### config.mk
export PLATFORM = sky130hd
export DESIGN_NAME = cts_ctrl
export DESIGN_NICKNAME = d
export VERILOG_FILES = /design/src/cts_pkg.sv /design/src/cts_ctrl.sv
export VERILOG_INCLUDE_DIRS = /design/src
export SDC_FILE = /design/constraint.sdc
export NUM_CORES = 1
export LEC_CHECK = 0
export BUFFER_PORTS_ARGS = -buffer_cell sky130_fd_sc_hd__clkbuf_2
export CAP_MARGIN = 20
export CELL_PAD_IN_SITES_DETAIL_PLACEMENT = 1
export CELL_PAD_IN_SITES_GLOBAL_PLACEMENT = 1
export CORE_UTILIZATION = 40
export CTS_CLUSTER_SIZE = 25
export DETAILED_ROUTE_END_ITERATION = 8
export GPL_ROUTABILITY_DRIVEN = 0
export PLACE_DENSITY_LB_ADDON = 0.1
export SETUP_SLACK_MARGIN = 0.3
export SYNTH_ARGS = -nofsm -noshare
export SYNTH_HDL_FRONTEND = slang
export SYNTH_HIERARCHICAL = 1
export SYNTH_SLANG_ARGS = --single-unit
### constraint.sdc
create_clock -name mclk -period 3.19 [get_ports mclk]
set_clock_uncertainty 0.05 [all_clocks]
set_input_delay 0 -clock mclk [delete_from_list [all_inputs] [get_ports mclk]]
set_output_delay 0 -clock mclk [all_outputs]
set_load 0.01 [all_outputs]
### src/cts_defines.svh
// constants of the transceiver supply-control block
// assumes one 200 MHz clock and pins sampled through two flip-flops
//
// Contract
// - unconnected transmit input counts as recessive; never drives bus dominant
// - receive output idles high once the I/O supply is valid
// - power-on or wake-up pulls the receive output low
// - active-low status output carries flags, high when none is present
// - status output goes high-impedance in sleep mode
// - mode comes from enable and standby-select, undriven inputs read low
// - undriven standby-select reads low, avoiding spurious power-up
// - after cold start the lock defaults low, supply control enabled
// - lock input acts only in silent mode; high past filter disables supply
// - lock low past filter time in silent mode re-enables supply control
// - latched lock state survives core and I/O supply loss and mode changes
// - battery undervoltage discards the latched lock, back to enabled
// - lock state change in silent mode drives the status output low
// - entering normal, standby, go-to-sleep or sleep releases the lock indication
// - supply control output is active in every mode but sleep, per lock
// - entering sleep switches supply control off into high impedance
// - bus or local wake starts power-up by driving supply control high; with the lock latched the code keeps it low
// - local wake input registers a wake on either edge
// - after transmit rising edge driver holds low-impedance recessive a while
// - after the active phase the driver goes passive, outputs high impedance
// - active recessive phase ends within 530 ns of the transmit rising edge
`ifndef CTS_DEFINES_SVH
`define CTS_DEFINES_SVH

`define CTS_CLK_PERIOD_NS 5
`define CTS_ACTIVE_REC_TIME_NS 530
`define CTS_SYNC_LAT 3
// longest time rounds down; the pin synchroniser latency is taken off
`define CTS_ACTIVE_REC_CYC \
  ((`CTS_ACTIVE_REC_TIME_NS / `CTS_CLK_PERIOD_NS) - `CTS_SYNC_LAT)
`define CTS_LOCK_FILTER_CYC 16
`define CTS_GTS_CYC 64
`define CTS_FIFO_DEPTH 8
`define CTS_CNT_W 8

`endif

### src/cts_pkg.sv
// types shared by the supply-control block
// assumes nothing of its surroundings
package cts_pkg;

  typedef enum logic [2:0] {
    CTS_STANDBY = 3'h0,
    CTS_GTS     = 3'h1,
    CTS_SLEEP   = 3'h3,
    CTS_SILENT  = 3'h2,
    CTS_NORMAL  = 3'h6
  } cts_mode_e;

  typedef struct packed {
    logic txd;
    logic en;
    logic stb_n;
    logic lock;
    logic wake;
    logic bus_wake;
    logic bus_level;
    logic vio_ok;
    logic vsup_uv;
  } cts_pins_s;

  typedef enum logic [1:0] {
    CTS_SRC_POWER = 2'h0,
    CTS_SRC_LOCAL = 2'h1,
    CTS_SRC_BUS   = 2'h2
  } cts_src_e;

  typedef struct packed {
    cts_src_e src;
    cts_mode_e mode;
  } cts_evt_s;

endpackage

### src/cts_ctrl.sv
// supply-control, mode, status and ringing-suppression logic of a CAN FD transceiver
// assumes pins arrive asynchronously; the wake log drain may stall
`include "cts_defines.svh"
`timescale 1ns/1ps
`default_nettype none

module cts_fifo #(
  parameter int WIDTH = 5,
  parameter int DEPTH = 8
) (
  input wire logic mclk,
  input wire logic reset,
  input wire logic [WIDTH-1:0] in_data,
  input wire logic in_valid,
  output logic in_ready,
  output logic [WIDTH-1:0] out_data,
  output logic out_valid,
  input wire logic out_ready
);
  localparam int AW = $clog2(DEPTH);
  logic [WIDTH-1:0] mem [DEPTH];
  logic [AW-1:0] wptr_r;
  logic [AW-1:0] rptr_r;
  logic [AW:0] count_r;
  logic push;
  logic pop;

  // output stage is a register, so the memory holds the words behind it
  assign in_ready = (count_r != (AW+1)'(DEPTH));
  assign push = in_valid && in_ready;
  assign pop = (count_r != '0) && (!out_valid || out_ready);

  always_ff @(posedge mclk) begin
    if (push) begin
      mem[wptr_r] <= in_data;
    end
  end

  always_ff @(posedge mclk or posedge reset) begin
    if (reset) begin
      wptr_r <= '0;
      rptr_r <= '0;
      count_r <= '0;
    end else begin
      if (push) begin
        wptr_r <= (wptr_r == AW'(DEPTH-1)) ? '0 : wptr_r + 1'b1;
      end
      if (pop) begin
        rptr_r <= (rptr_r == AW'(DEPTH-1)) ? '0 : rptr_r + 1'b1;
      end
      count_r <= count_r + (AW+1)'(push) - (AW+1)'(pop);
    end
  end

  always_ff @(posedge mclk or posedge reset) begin
    if (reset) begin
      out_valid <= 1'b0;
      out_data <= '0;
    end else if (pop) begin
      out_valid <= 1'b1;
      out_data <= mem[rptr_r];
    end else if (out_ready) begin
      out_valid <= 1'b0;
    end
  end
endmodule

module cts_ctrl #(
  parameter int LOCK_FILTER_CYC = `CTS_LOCK_FILTER_CYC,
  parameter int GTS_CYC = `CTS_GTS_CYC
) (
  input wire logic mclk,
  input wire logic reset,
  input wire logic txd_pin,
  input wire logic txd_pin_drv,
  input wire logic en_pin,
  input wire logic en_pin_drv,
  input wire logic standby_select_n,
  input wire logic standby_select_n_drv,
  input wire logic supply_control_lock_in,
  input wire logic lock_in_drv,
  input wire logic wake_pin,
  input wire logic bus_wake_pattern,
  input wire logic bus_rx_level,
  input wire logic vio_valid,
  input wire logic vsup_uv,
  output logic rxd_out,
  output logic status_alert_out_n,
  output logic status_alert_oe,
  output logic supply_control_out,
  output logic supply_control_oe,
  output logic drv_dominant,
  output logic drv_active_rec,
  output logic [2:0] mode_out,
  output logic [4:0] wake_evt_data,
  output logic wake_evt_valid,
  input wire logic wake_evt_ready
);
  cts_pkg::cts_pins_s pin_raw;
  cts_pkg::cts_pins_s pin_s1;
  cts_pkg::cts_pins_s pin_s2;
  logic wake_s3;
  logic txd_s3;
  cts_pkg::cts_mode_e mode_r;
  cts_pkg::cts_mode_e mode_nxt;
  cts_pkg::cts_mode_e pin_mode;
  logic [`CTS_CNT_W-1:0] gts_cnt_r;
  logic [`CTS_CNT_W-1:0] lock_cnt_r;
  logic lock_latched_r;
  logic lock_ack_r;
  logic pwron_r;
  logic wake_rq_r;
  logic local_edge;
  logic wake_ev;
  logic evt_pend_r;
  cts_pkg::cts_evt_s evt_r;
  logic evt_ready;
  logic [`CTS_CNT_W-1:0] ar_cnt_r;
  logic txd_rise;
  logic leave_silent;

  // undriven pins fold to their pulled level before the synchroniser
  always_comb begin
    pin_raw.txd = txd_pin | ~txd_pin_drv;
    pin_raw.en = en_pin & en_pin_drv;
    pin_raw.stb_n = standby_select_n & standby_select_n_drv;
    pin_raw.lock = supply_control_lock_in & lock_in_drv;
    pin_raw.wake = wake_pin;
    pin_raw.bus_wake = bus_wake_pattern;
    pin_raw.bus_level = bus_rx_level;
    pin_raw.vio_ok = vio_valid;
    pin_raw.vsup_uv = vsup_uv;
  end

  always_ff @(posedge mclk or posedge reset) begin
    if (reset) begin
      pin_s1 <= '{txd: 1'b1, stb_n: 1'b0, bus_level: 1'b1, default: 1'b0};
      pin_s2 <= '{txd: 1'b1, stb_n: 1'b0, bus_level: 1'b1, default: 1'b0};
      wake_s3 <= 1'b0;
      txd_s3 <= 1'b1;
    end else begin
      pin_s1 <= pin_raw;
      pin_s2 <= pin_s1;
      wake_s3 <= pin_s2.wake;
      txd_s3 <= pin_s2.txd;
    end
  end

  assign local_edge = pin_s2.wake ^ wake_s3;
  assign txd_rise = pin_s2.txd & ~txd_s3;

  // mode select from enable and standby-select
  always_comb begin
    unique case ({pin_s2.en, pin_s2.stb_n})
      2'b11: pin_mode = cts_pkg::CTS_NORMAL;
      2'b01: pin_mode = cts_pkg::CTS_SILENT;
      2'b10: pin_mode = cts_pkg::CTS_GTS;
      2'b00: pin_mode = cts_pkg::CTS_STANDBY;
    endcase
  end

  assign wake_ev = (local_edge | pin_s2.bus_wake) && (mode_r == cts_pkg::CTS_STANDBY ||
    mode_r == cts_pkg::CTS_GTS || mode_r == cts_pkg::CTS_SLEEP);

  always_comb begin
    mode_nxt = mode_r;
    unique case (mode_r)
      cts_pkg::CTS_SLEEP: begin
        if (wake_ev) begin
          mode_nxt = cts_pkg::CTS_STANDBY;
        end else if (pin_s2.stb_n) begin
          mode_nxt = pin_mode;
        end
      end
      cts_pkg::CTS_GTS: begin
        if (wake_ev) begin
          mode_nxt = cts_pkg::CTS_STANDBY;
        end else if (pin_mode != cts_pkg::CTS_GTS) begin
          mode_nxt = pin_mode;
        end else if (gts_cnt_r == `CTS_CNT_W'(GTS_CYC - 1)) begin
          mode_nxt = cts_pkg::CTS_SLEEP;
        end
      end
      default: mode_nxt = pin_mode;
    endcase
  end

  always_ff @(posedge mclk or posedge reset) begin
    if (reset) begin
      mode_r <= cts_pkg::CTS_STANDBY;
      gts_cnt_r <= '0;
    end else begin
      mode_r <= mode_nxt;
      if (mode_r == cts_pkg::CTS_GTS && mode_nxt == cts_pkg::CTS_GTS) begin
        gts_cnt_r <= gts_cnt_r + 1'b1;
      end else begin
        gts_cnt_r <= '0;
      end
    end
  end

  // lock filter: a level differing from the latch must persist the whole count
  always_ff @(posedge mclk or posedge reset) begin
    if (reset) begin
      lock_cnt_r <= '0;
      lock_latched_r <= 1'b0;
    end else if (pin_s2.vsup_uv) begin
      lock_cnt_r <= '0;
      lock_latched_r <= 1'b0;
    end else if (mode_r == cts_pkg::CTS_SILENT && pin_s2.lock != lock_latched_r) begin
      if (lock_cnt_r == `CTS_CNT_W'(LOCK_FILTER_CYC - 1)) begin
        lock_cnt_r <= '0;
        lock_latched_r <= pin_s2.lock;
      end else begin
        lock_cnt_r <= lock_cnt_r + 1'b1;
      end
    end else begin
      lock_cnt_r <= '0;
    end
  end

  assign leave_silent = mode_r == cts_pkg::CTS_SILENT && mode_nxt != cts_pkg::CTS_SILENT;

  always_ff @(posedge mclk or posedge reset) begin
    if (reset) begin
      lock_ack_r <= 1'b0;
    end else if (leave_silent) begin
      lock_ack_r <= 1'b0;
    end else if (mode_r == cts_pkg::CTS_SILENT && !pin_s2.vsup_uv &&
                 pin_s2.lock != lock_latched_r &&
                 lock_cnt_r == `CTS_CNT_W'(LOCK_FILTER_CYC - 1)) begin
      lock_ack_r <= 1'b1;
    end
  end

  // power-on and wake-request flags; a cold start counts as a wake
  always_ff @(posedge mclk or posedge reset) begin
    if (reset) begin
      pwron_r <= 1'b1;
      wake_rq_r <= 1'b1;
    end else begin
      if (pin_s2.vsup_uv) begin
        pwron_r <= 1'b1;
      end else if (mode_r == cts_pkg::CTS_NORMAL) begin
        pwron_r <= 1'b0;
      end
      if (wake_ev || pin_s2.vsup_uv) begin
        wake_rq_r <= 1'b1;
      end else if (mode_r == cts_pkg::CTS_NORMAL) begin
        wake_rq_r <= 1'b0;
      end
    end
  end

  // pin outputs
  always_ff @(posedge mclk or posedge reset) begin
    if (reset) begin
      rxd_out <= 1'b0;
      status_alert_out_n <= 1'b1;
      status_alert_oe <= 1'b1;
      supply_control_out <= 1'b1;
      supply_control_oe <= 1'b1;
      mode_out <= cts_pkg::CTS_STANDBY;
    end else begin
      mode_out <= mode_r;
      if (!pin_s2.vio_ok) begin
        rxd_out <= 1'b0;
      end else if (mode_r == cts_pkg::CTS_NORMAL || mode_r == cts_pkg::CTS_SILENT) begin
        rxd_out <= pin_s2.bus_level;
      end else begin
        rxd_out <= ~wake_rq_r;
      end
      status_alert_out_n <= ~(lock_ack_r ||
        (pwron_r && mode_r == cts_pkg::CTS_SILENT) ||
        (wake_rq_r && mode_r == cts_pkg::CTS_STANDBY));
      status_alert_oe <= (mode_r != cts_pkg::CTS_SLEEP);
      supply_control_out <= (mode_r != cts_pkg::CTS_SLEEP) && !lock_latched_r;
      supply_control_oe <= (mode_r != cts_pkg::CTS_SLEEP);
    end
  end

  // transmitter with ringing suppression
  always_ff @(posedge mclk or posedge reset) begin
    if (reset) begin
      drv_dominant <= 1'b0;
      drv_active_rec <= 1'b0;
      ar_cnt_r <= '0;
    end else begin
      drv_dominant <= (mode_r == cts_pkg::CTS_NORMAL) && !pin_s2.txd;
      if (mode_r == cts_pkg::CTS_NORMAL && txd_rise) begin
        drv_active_rec <= 1'b1;
        ar_cnt_r <= `CTS_CNT_W'(`CTS_ACTIVE_REC_CYC - 1);
      end else if (ar_cnt_r != '0 && pin_s2.txd && mode_r == cts_pkg::CTS_NORMAL) begin
        ar_cnt_r <= ar_cnt_r - 1'b1;
      end else begin
        drv_active_rec <= 1'b0;
        ar_cnt_r <= '0;
      end
    end
  end

  // wake event log; a full log holds the event pending until room frees
  always_ff @(posedge mclk or posedge reset) begin
    if (reset) begin
      evt_pend_r <= 1'b1;
      evt_r <= '{src: cts_pkg::CTS_SRC_POWER, mode: cts_pkg::CTS_STANDBY};
    end else if (wake_ev && (!evt_pend_r || evt_ready)) begin
      evt_pend_r <= 1'b1;
      evt_r.src <= local_edge ? cts_pkg::CTS_SRC_LOCAL : cts_pkg::CTS_SRC_BUS;
      evt_r.mode <= mode_r;
    end else if (evt_ready) begin
      evt_pend_r <= 1'b0;
    end
  end

  cts_fifo #(.WIDTH($bits(cts_pkg::cts_evt_s)), .DEPTH(`CTS_FIFO_DEPTH)) u_log (
    .mclk(mclk),
    .reset(reset),
    .in_data(evt_r),
    .in_valid(evt_pend_r),
    .in_ready(evt_ready),
    .out_data(wake_evt_data),
    .out_valid(wake_evt_valid),
    .out_ready(wake_evt_ready)
  );

  // checks
  logic [`CTS_CNT_W-1:0] ar_len_r;
  always_ff @(posedge mclk or posedge reset) begin
    if (reset) begin
      ar_len_r <= '0;
    end else begin
      ar_len_r <= drv_active_rec ? ar_len_r + 1'b1 : '0;
    end
  end
endmodule

`default_nettype wire

Yosys cells after proc, flatten, opt, wreduce, memory -nomap -nowiden
Memory sizes are Yosys's and may differ from the RTL's. A register that Yosys moved wholly into a read port is not among the register bits.
Index checks and enable logic that the tools add are counted.
- add/subtract/negate cells: 7
- muxes and demuxes: 34
- equal/unequal tests: 18
- reductions and logical operators: 42
- bitwise operators: 11
- operators with widths (cell ; count):
    2-to-1 mux 8 bit ; 6
    2-to-1 mux 3 bit ; 7
    2-to-1 mux 1 bit ; 18
    logical AND 1 bit ; 17
    adder 8 x 1 -> 8 bit (second input constant) ; 2
    nonzero test 2 bit ; 7
    case mux 3 bit (4 select lines) ; 1
    equality test 3 bit (second input constant) ; 3
    equality test 8 x 4 -> 1 bit (second input constant) ; 1
    equality test 8 x 6 -> 1 bit (second input constant) ; 1
    logical OR 1 bit ; 8
    nonzero test 8 bit ; 1
    subtractor 8 x 1 -> 8 bit (second input constant) ; 1
    adder 3 x 1 -> 3 bit (second input constant) ; 2
    equality test 3 x 1 -> 1 bit (second input constant) ; 2
    equality test 3 x 2 -> 1 bit (second input constant) ; 2
    != test 3 x 2 -> 1 bit (second input constant) ; 2
    case mux 3 bit (2 select lines) ; 1
    zero test 1 bit ; 5
    adder 4 x 1 -> 4 bit ; 1
    bitwise AND 1 bit ; 4
    equality test 2 bit (second input constant) ; 2
    != test 4 bit (second input constant) ; 1
    inverter 1 bit ; 4
    other kinds (12) ; 13
- flip-flop bits (word level): 77
- memories: 1
- memory bits (writable): 40
- output and inout port bits: 16
- logic and storage cells: 155
- memories (memory ; depth ; bits a word ; read ports ; clocked after memory_dff ; write ports ; line ; source):
    u_log.mem ; 8 ; 5 ; 1 ; 1 ; 1 ; cts_ctrl.sv:21 ; logic [WIDTH-1:0] mem [DEPTH];

Depth between registers and ports, before layout
- word-level depth: 9
- gate-level depth with buffers: 12
- gate-level depth less buffers: 11

Modules after synthesis
The synthesis kept the hierarchy.
- by module, submodules not included (module ; area each (µm²) ; instances ; seq. area each (µm²) ; cells an instance):
    cts_ctrl ; 2646.3 ; 1 ; 1665.3 ; 217
    cts_fifo ; 2424.8 ; 1 ; 1601.5 ; 153

Least setup slack after synthesis
No wires, ideal clock.
- path kind: register to register
- from: register u_log.count_r[2]
- to: register u_log.count_r[2]
- required time: 3018 ps
- slack: 953 ps
- buffers on the path: 1
- library setup time: 122 ps
- arrival: 2065 ps
- cell stages (with the launch flop): 12
- cells stage by stage: dfrtp_1 > inv_1 > ha_1 > nor3b_4 > or2_1 > buf_6 > inv_4 > ha_1 > inv_1 > ha_1 > fa_1 > xor2_1
- RTL lines (what ; line ; source):
    from (decl) ; cts_ctrl.sv:24 ; logic [AW:0] count_r;
    from (signal assigned) ; cts_ctrl.sv:51 ; count_r <= count_r + (AW+1)'(push) - (AW+1)'(pop);
    nonzero test 4 bit ; cts_ctrl.sv:31 ; assign pop = (count_r != '0) && (!out_valid || out_ready);
    logical AND 1 bit ; cts_ctrl.sv:31 ;
    named net u_log.pop ; cts_ctrl.sv:26 ; logic pop;
    subtractor 4 x 1 -> 4 bit ; cts_ctrl.sv:51 ;
The timed path passes the listed nets, and every way through them passes these cells.
A chain may end at the register's enable or synchronous reset.

Final worst setup path
Ends and elaborated chain as after synthesis.

==> summary.txt <==
Floorplanning
  – Placeable Area: about 12000 µm²
  – Die X: 115 µm
  – Initial Util: 0.417
  – Die area: 13100 µm²
  – # rows: 40
  – Die height: 115 µm
  – Ports: 32

Global route
  – Largest net degree at the start of global routing: 42
  – GR Overflow Total: 0
  – Vias in the first global route: 3336
  – Gr usage total: 0.173
  – First-pass GRT wire length: 16800 µm
  – Initial antenna violation count: 0

Synthesis
  – Ys Warns: 6
  – Seq/Total Area, Yosys: 0.644
  – FF+latch count, synth: 122
  – Post-Synthesis Cell Area: 5070 µm²
  – Top_reg_cell synth: dfrtp_1
  – Syn avg cell area: 13.7 µm²
  – Post-synth EDFFs: 40
  – Syn Inst Count: 370
  – Async SR Flop Fraction: 0.672
  – Synth Net Count: 401
  – Post-synthesis cell type count: 59

Power and ir drop
  – LEAKAGE: 2.56 nW
  – Switching pwr: 1.38 mW
  – Switching Share: 0.277
  – Pwr Density: 812 nW/µm²
  – Final Power: 4.98 mW
  – Comb power frac: 0.200
  – Sequential power share: 0.420
  – Highest ir drop seen on vdd: 0.389 mV
  – P_int: 3.60 mW
  – Clock power frac: 0.380

Final layout
  – Area Overhead vs Synth: 21.0%
  – Final net count: between 400 and 500
  – Layout cell share with drive strength beyond 1: 0.242
  – Final Cell Area: 6140 µm²
  – Commonest non-fill, non-tap cells in the layout: 71 x dfrtp_1, 40 x edfxtp_1, 31 x clkbuf_2
  – Final core utilization: 0.505
  – ANT cells: 0
  – Most common cell after layout, fill and taps aside: dfrtp_1

Clock tree
  – TritonCTS Buffers: 17
  – Worst-path clk slew: around 50 ps
  – CTS H-tree lvls: 4
  – Clock Root Buffer: clkbuf_16
  – Clock Tree Buf Depth: 2
  – CTS tree: built
  – Post-CTS Setup Repair Bufs: 0
  – Clock sink total: around 120
  – Clk_lat worst skew: 410 ps

Min path
  – HP Class: input pin to async pin

Place
  – Post-place setup slack: slightly above 700 ps
  – Post-Place Cell Area: 5390 µm²
  – Final HPWL DP: about 6900 µm
  – Port Buffers: 31

STA
  – Setup_tns: 0 ps
  – Tcrit/Tclk final: 0.778
  – Slew headroom: 0.414
  – Max Slew Vio Count: 0
  – Final Hold Fails: 0
  – Fmax: about 400 MHz
  – Period minus WS final: 2480 ps
  – Final worst setup slack: 708 ps
  – RSZ-0062 raised after global routing: no
  – Final Setup Violations: 0
  – Actual slew at the worst max-slew pin: 878 ps

Critical path
  – Crit start category: flip-flop
  – Crit path arrival time: approximately 2700 ps
  – CP max FO: 7
  – Crit end category: flip-flop
  – CP cell instances: inv_1 -> ha_1 -> nor3b_4 -> or2_1 -> inv_4 -> ha_1 -> inv_1 -> ha_1 -> fa_1 -> xor2_1
  – CP Buf/Inv Count: 3
  – Critical path's slowest cell: fa_1
  – Crit-path most repeated cell: ha_1
  – Max stage delay on crit path: about 380 ps
  – CP top delay family: adder cells
  – Critical path class: flip-flop to flip-flop
  – Critical path depth in cells: 10
  – R2R depth: 10
  – Required time worst endpoint: 3430 ps

Drt
  – Vias: 3091
  – WL/cell: 16.4 µm
  – Antenna-violating nets left: 0
  – DR pass1 iterations: 4
  – Vias per cell: 5.06
  – DR iter-0 viols: around 190
  – Remaining DRCs: 0
  – Post-Route WL: 10000 µm

Flow run
  – Max-cap violation count: 0

Outcome
  – Outcome: complete, no violations
[path summary, 6_finish.rpt]
path,slack (ps),to,startpoint
max,710,u_log/count_r[2],u_log/count_r[2]
min in group mclk,180,pin_s1[2],bus_rx_level
max reg2reg,710,u_log/count_r[2],u_log/count_r[2]
min,180,u_log/count_r[3],reset
min reg2reg,300,pin_s2[4],pin_s1[4]
max in group asynchronous,2000,supply_control_out,reset
[final cells by class]
class | count | area, µm²
Clock buffer | 22 | 517
Clock inverter | 10 | 85.1
Fill cell | 1225 | 6020
Inverter | 18 | 70.1
Multi-Input combinational cell | 221 | 1650
Sequential cell | 122 | 3270
Tap cell | 168 | 210
Timing Repair Buffer | 50 | 335
[tightest hold or removal path, delay by kind of cell]
family,cells,cell delay [ps]
buffers and inverters,3,1120
[metrics by stage]
step                hold slack (ps)  std cells
CTS                             162        611
floorplan                      -136        370
global route                    173        611
global placement               42.8        564
finish                          179        611
detailed placement             40.6        564
[power groups by stage]
stage                     clock, mW  combinational, mW  sequential [mW]
after CTS                      1.94               1.02             2.10
final                          1.89              0.995             2.10
after global placement            0              0.967             2.12
after floorplan                   0              0.756             2.08
after detailed placement          0              0.998             2.13
after global routing           2.00               1.12             2.13
[timing repair]
item / CTS / global route
hold endpoints to repair: 60 / 0
hold buffers: 15 / 0
resized for setup: 0 / 0
[sequential cells by signal (all words and copies together), names as in the netlist, 3 cells and up]
name,cells
ar_cnt_r,8
evt_r,5
gts_cnt_r,8
lock_cnt_r,8
mode_out,3
mode_r,3
pin_s1,9
pin_s2,9
u_log/count_r,4
u_log/mem,40
u_log/out_data,5
u_log/rptr_r,3
u_log/wptr_r,3
[kinds of logic (layout without fill, tap and decap cells)]
kind of cell,count (synthesis),count (layout),synth area share
AOI/OAI and AO/OA,54,54,0.0730
xor gates and xnor gates,11,11,0.0190
adders and majority gates,15,15,0.0385
buffers and inverters,27,100,0.0296
DFF,122,122,0.644
muxes,33,33,0.0723
and+or+nand+nor,108,108,0.123
[layer usage]
metal | routed length [µm] | global-route usage | vias to the layer above
met3 | 348 | 0.0535 | 10
met2 | 5080 | 0.288 | 46
met4 | 107 | 0.0675 | 0
met1 | 4470 | 0.210 | 1554
li1 | - | - | 1481
met5 | 0 | 0 | -
[cell usage after synthesis, types with 3 or more instances]
library cell	number	area [µm²]
a21oi_1	9	45.0
a22o_1	5	43.8
and2_1	5	31.3
buf_6	5	56.3
dfrtp_1	71	1780
dfstp_2	11	289
edfxtp_1	40	1200
ha_1	14	175
inv_1	17	63.8
mux2_2	17	191
mux2_4	3	45.0
mux2i_1	13	130
nand2_1	13	48.8
nand2b_1	9	56.3
nand3_1	7	35.0
nand3b_1	3	22.5
nand4_1	3	18.8
nor2_1	18	67.6
nor2b_1	3	18.8
nor3_1	15	75.1
nor4_1	5	31.3
o21ai_0	13	65.1
o22ai_1	5	31.3
o31ai_1	7	52.6
or3_1	5	31.3
xnor2_1	6	52.6
xor2_1	5	43.8
(Power assumes the default switching activity.)
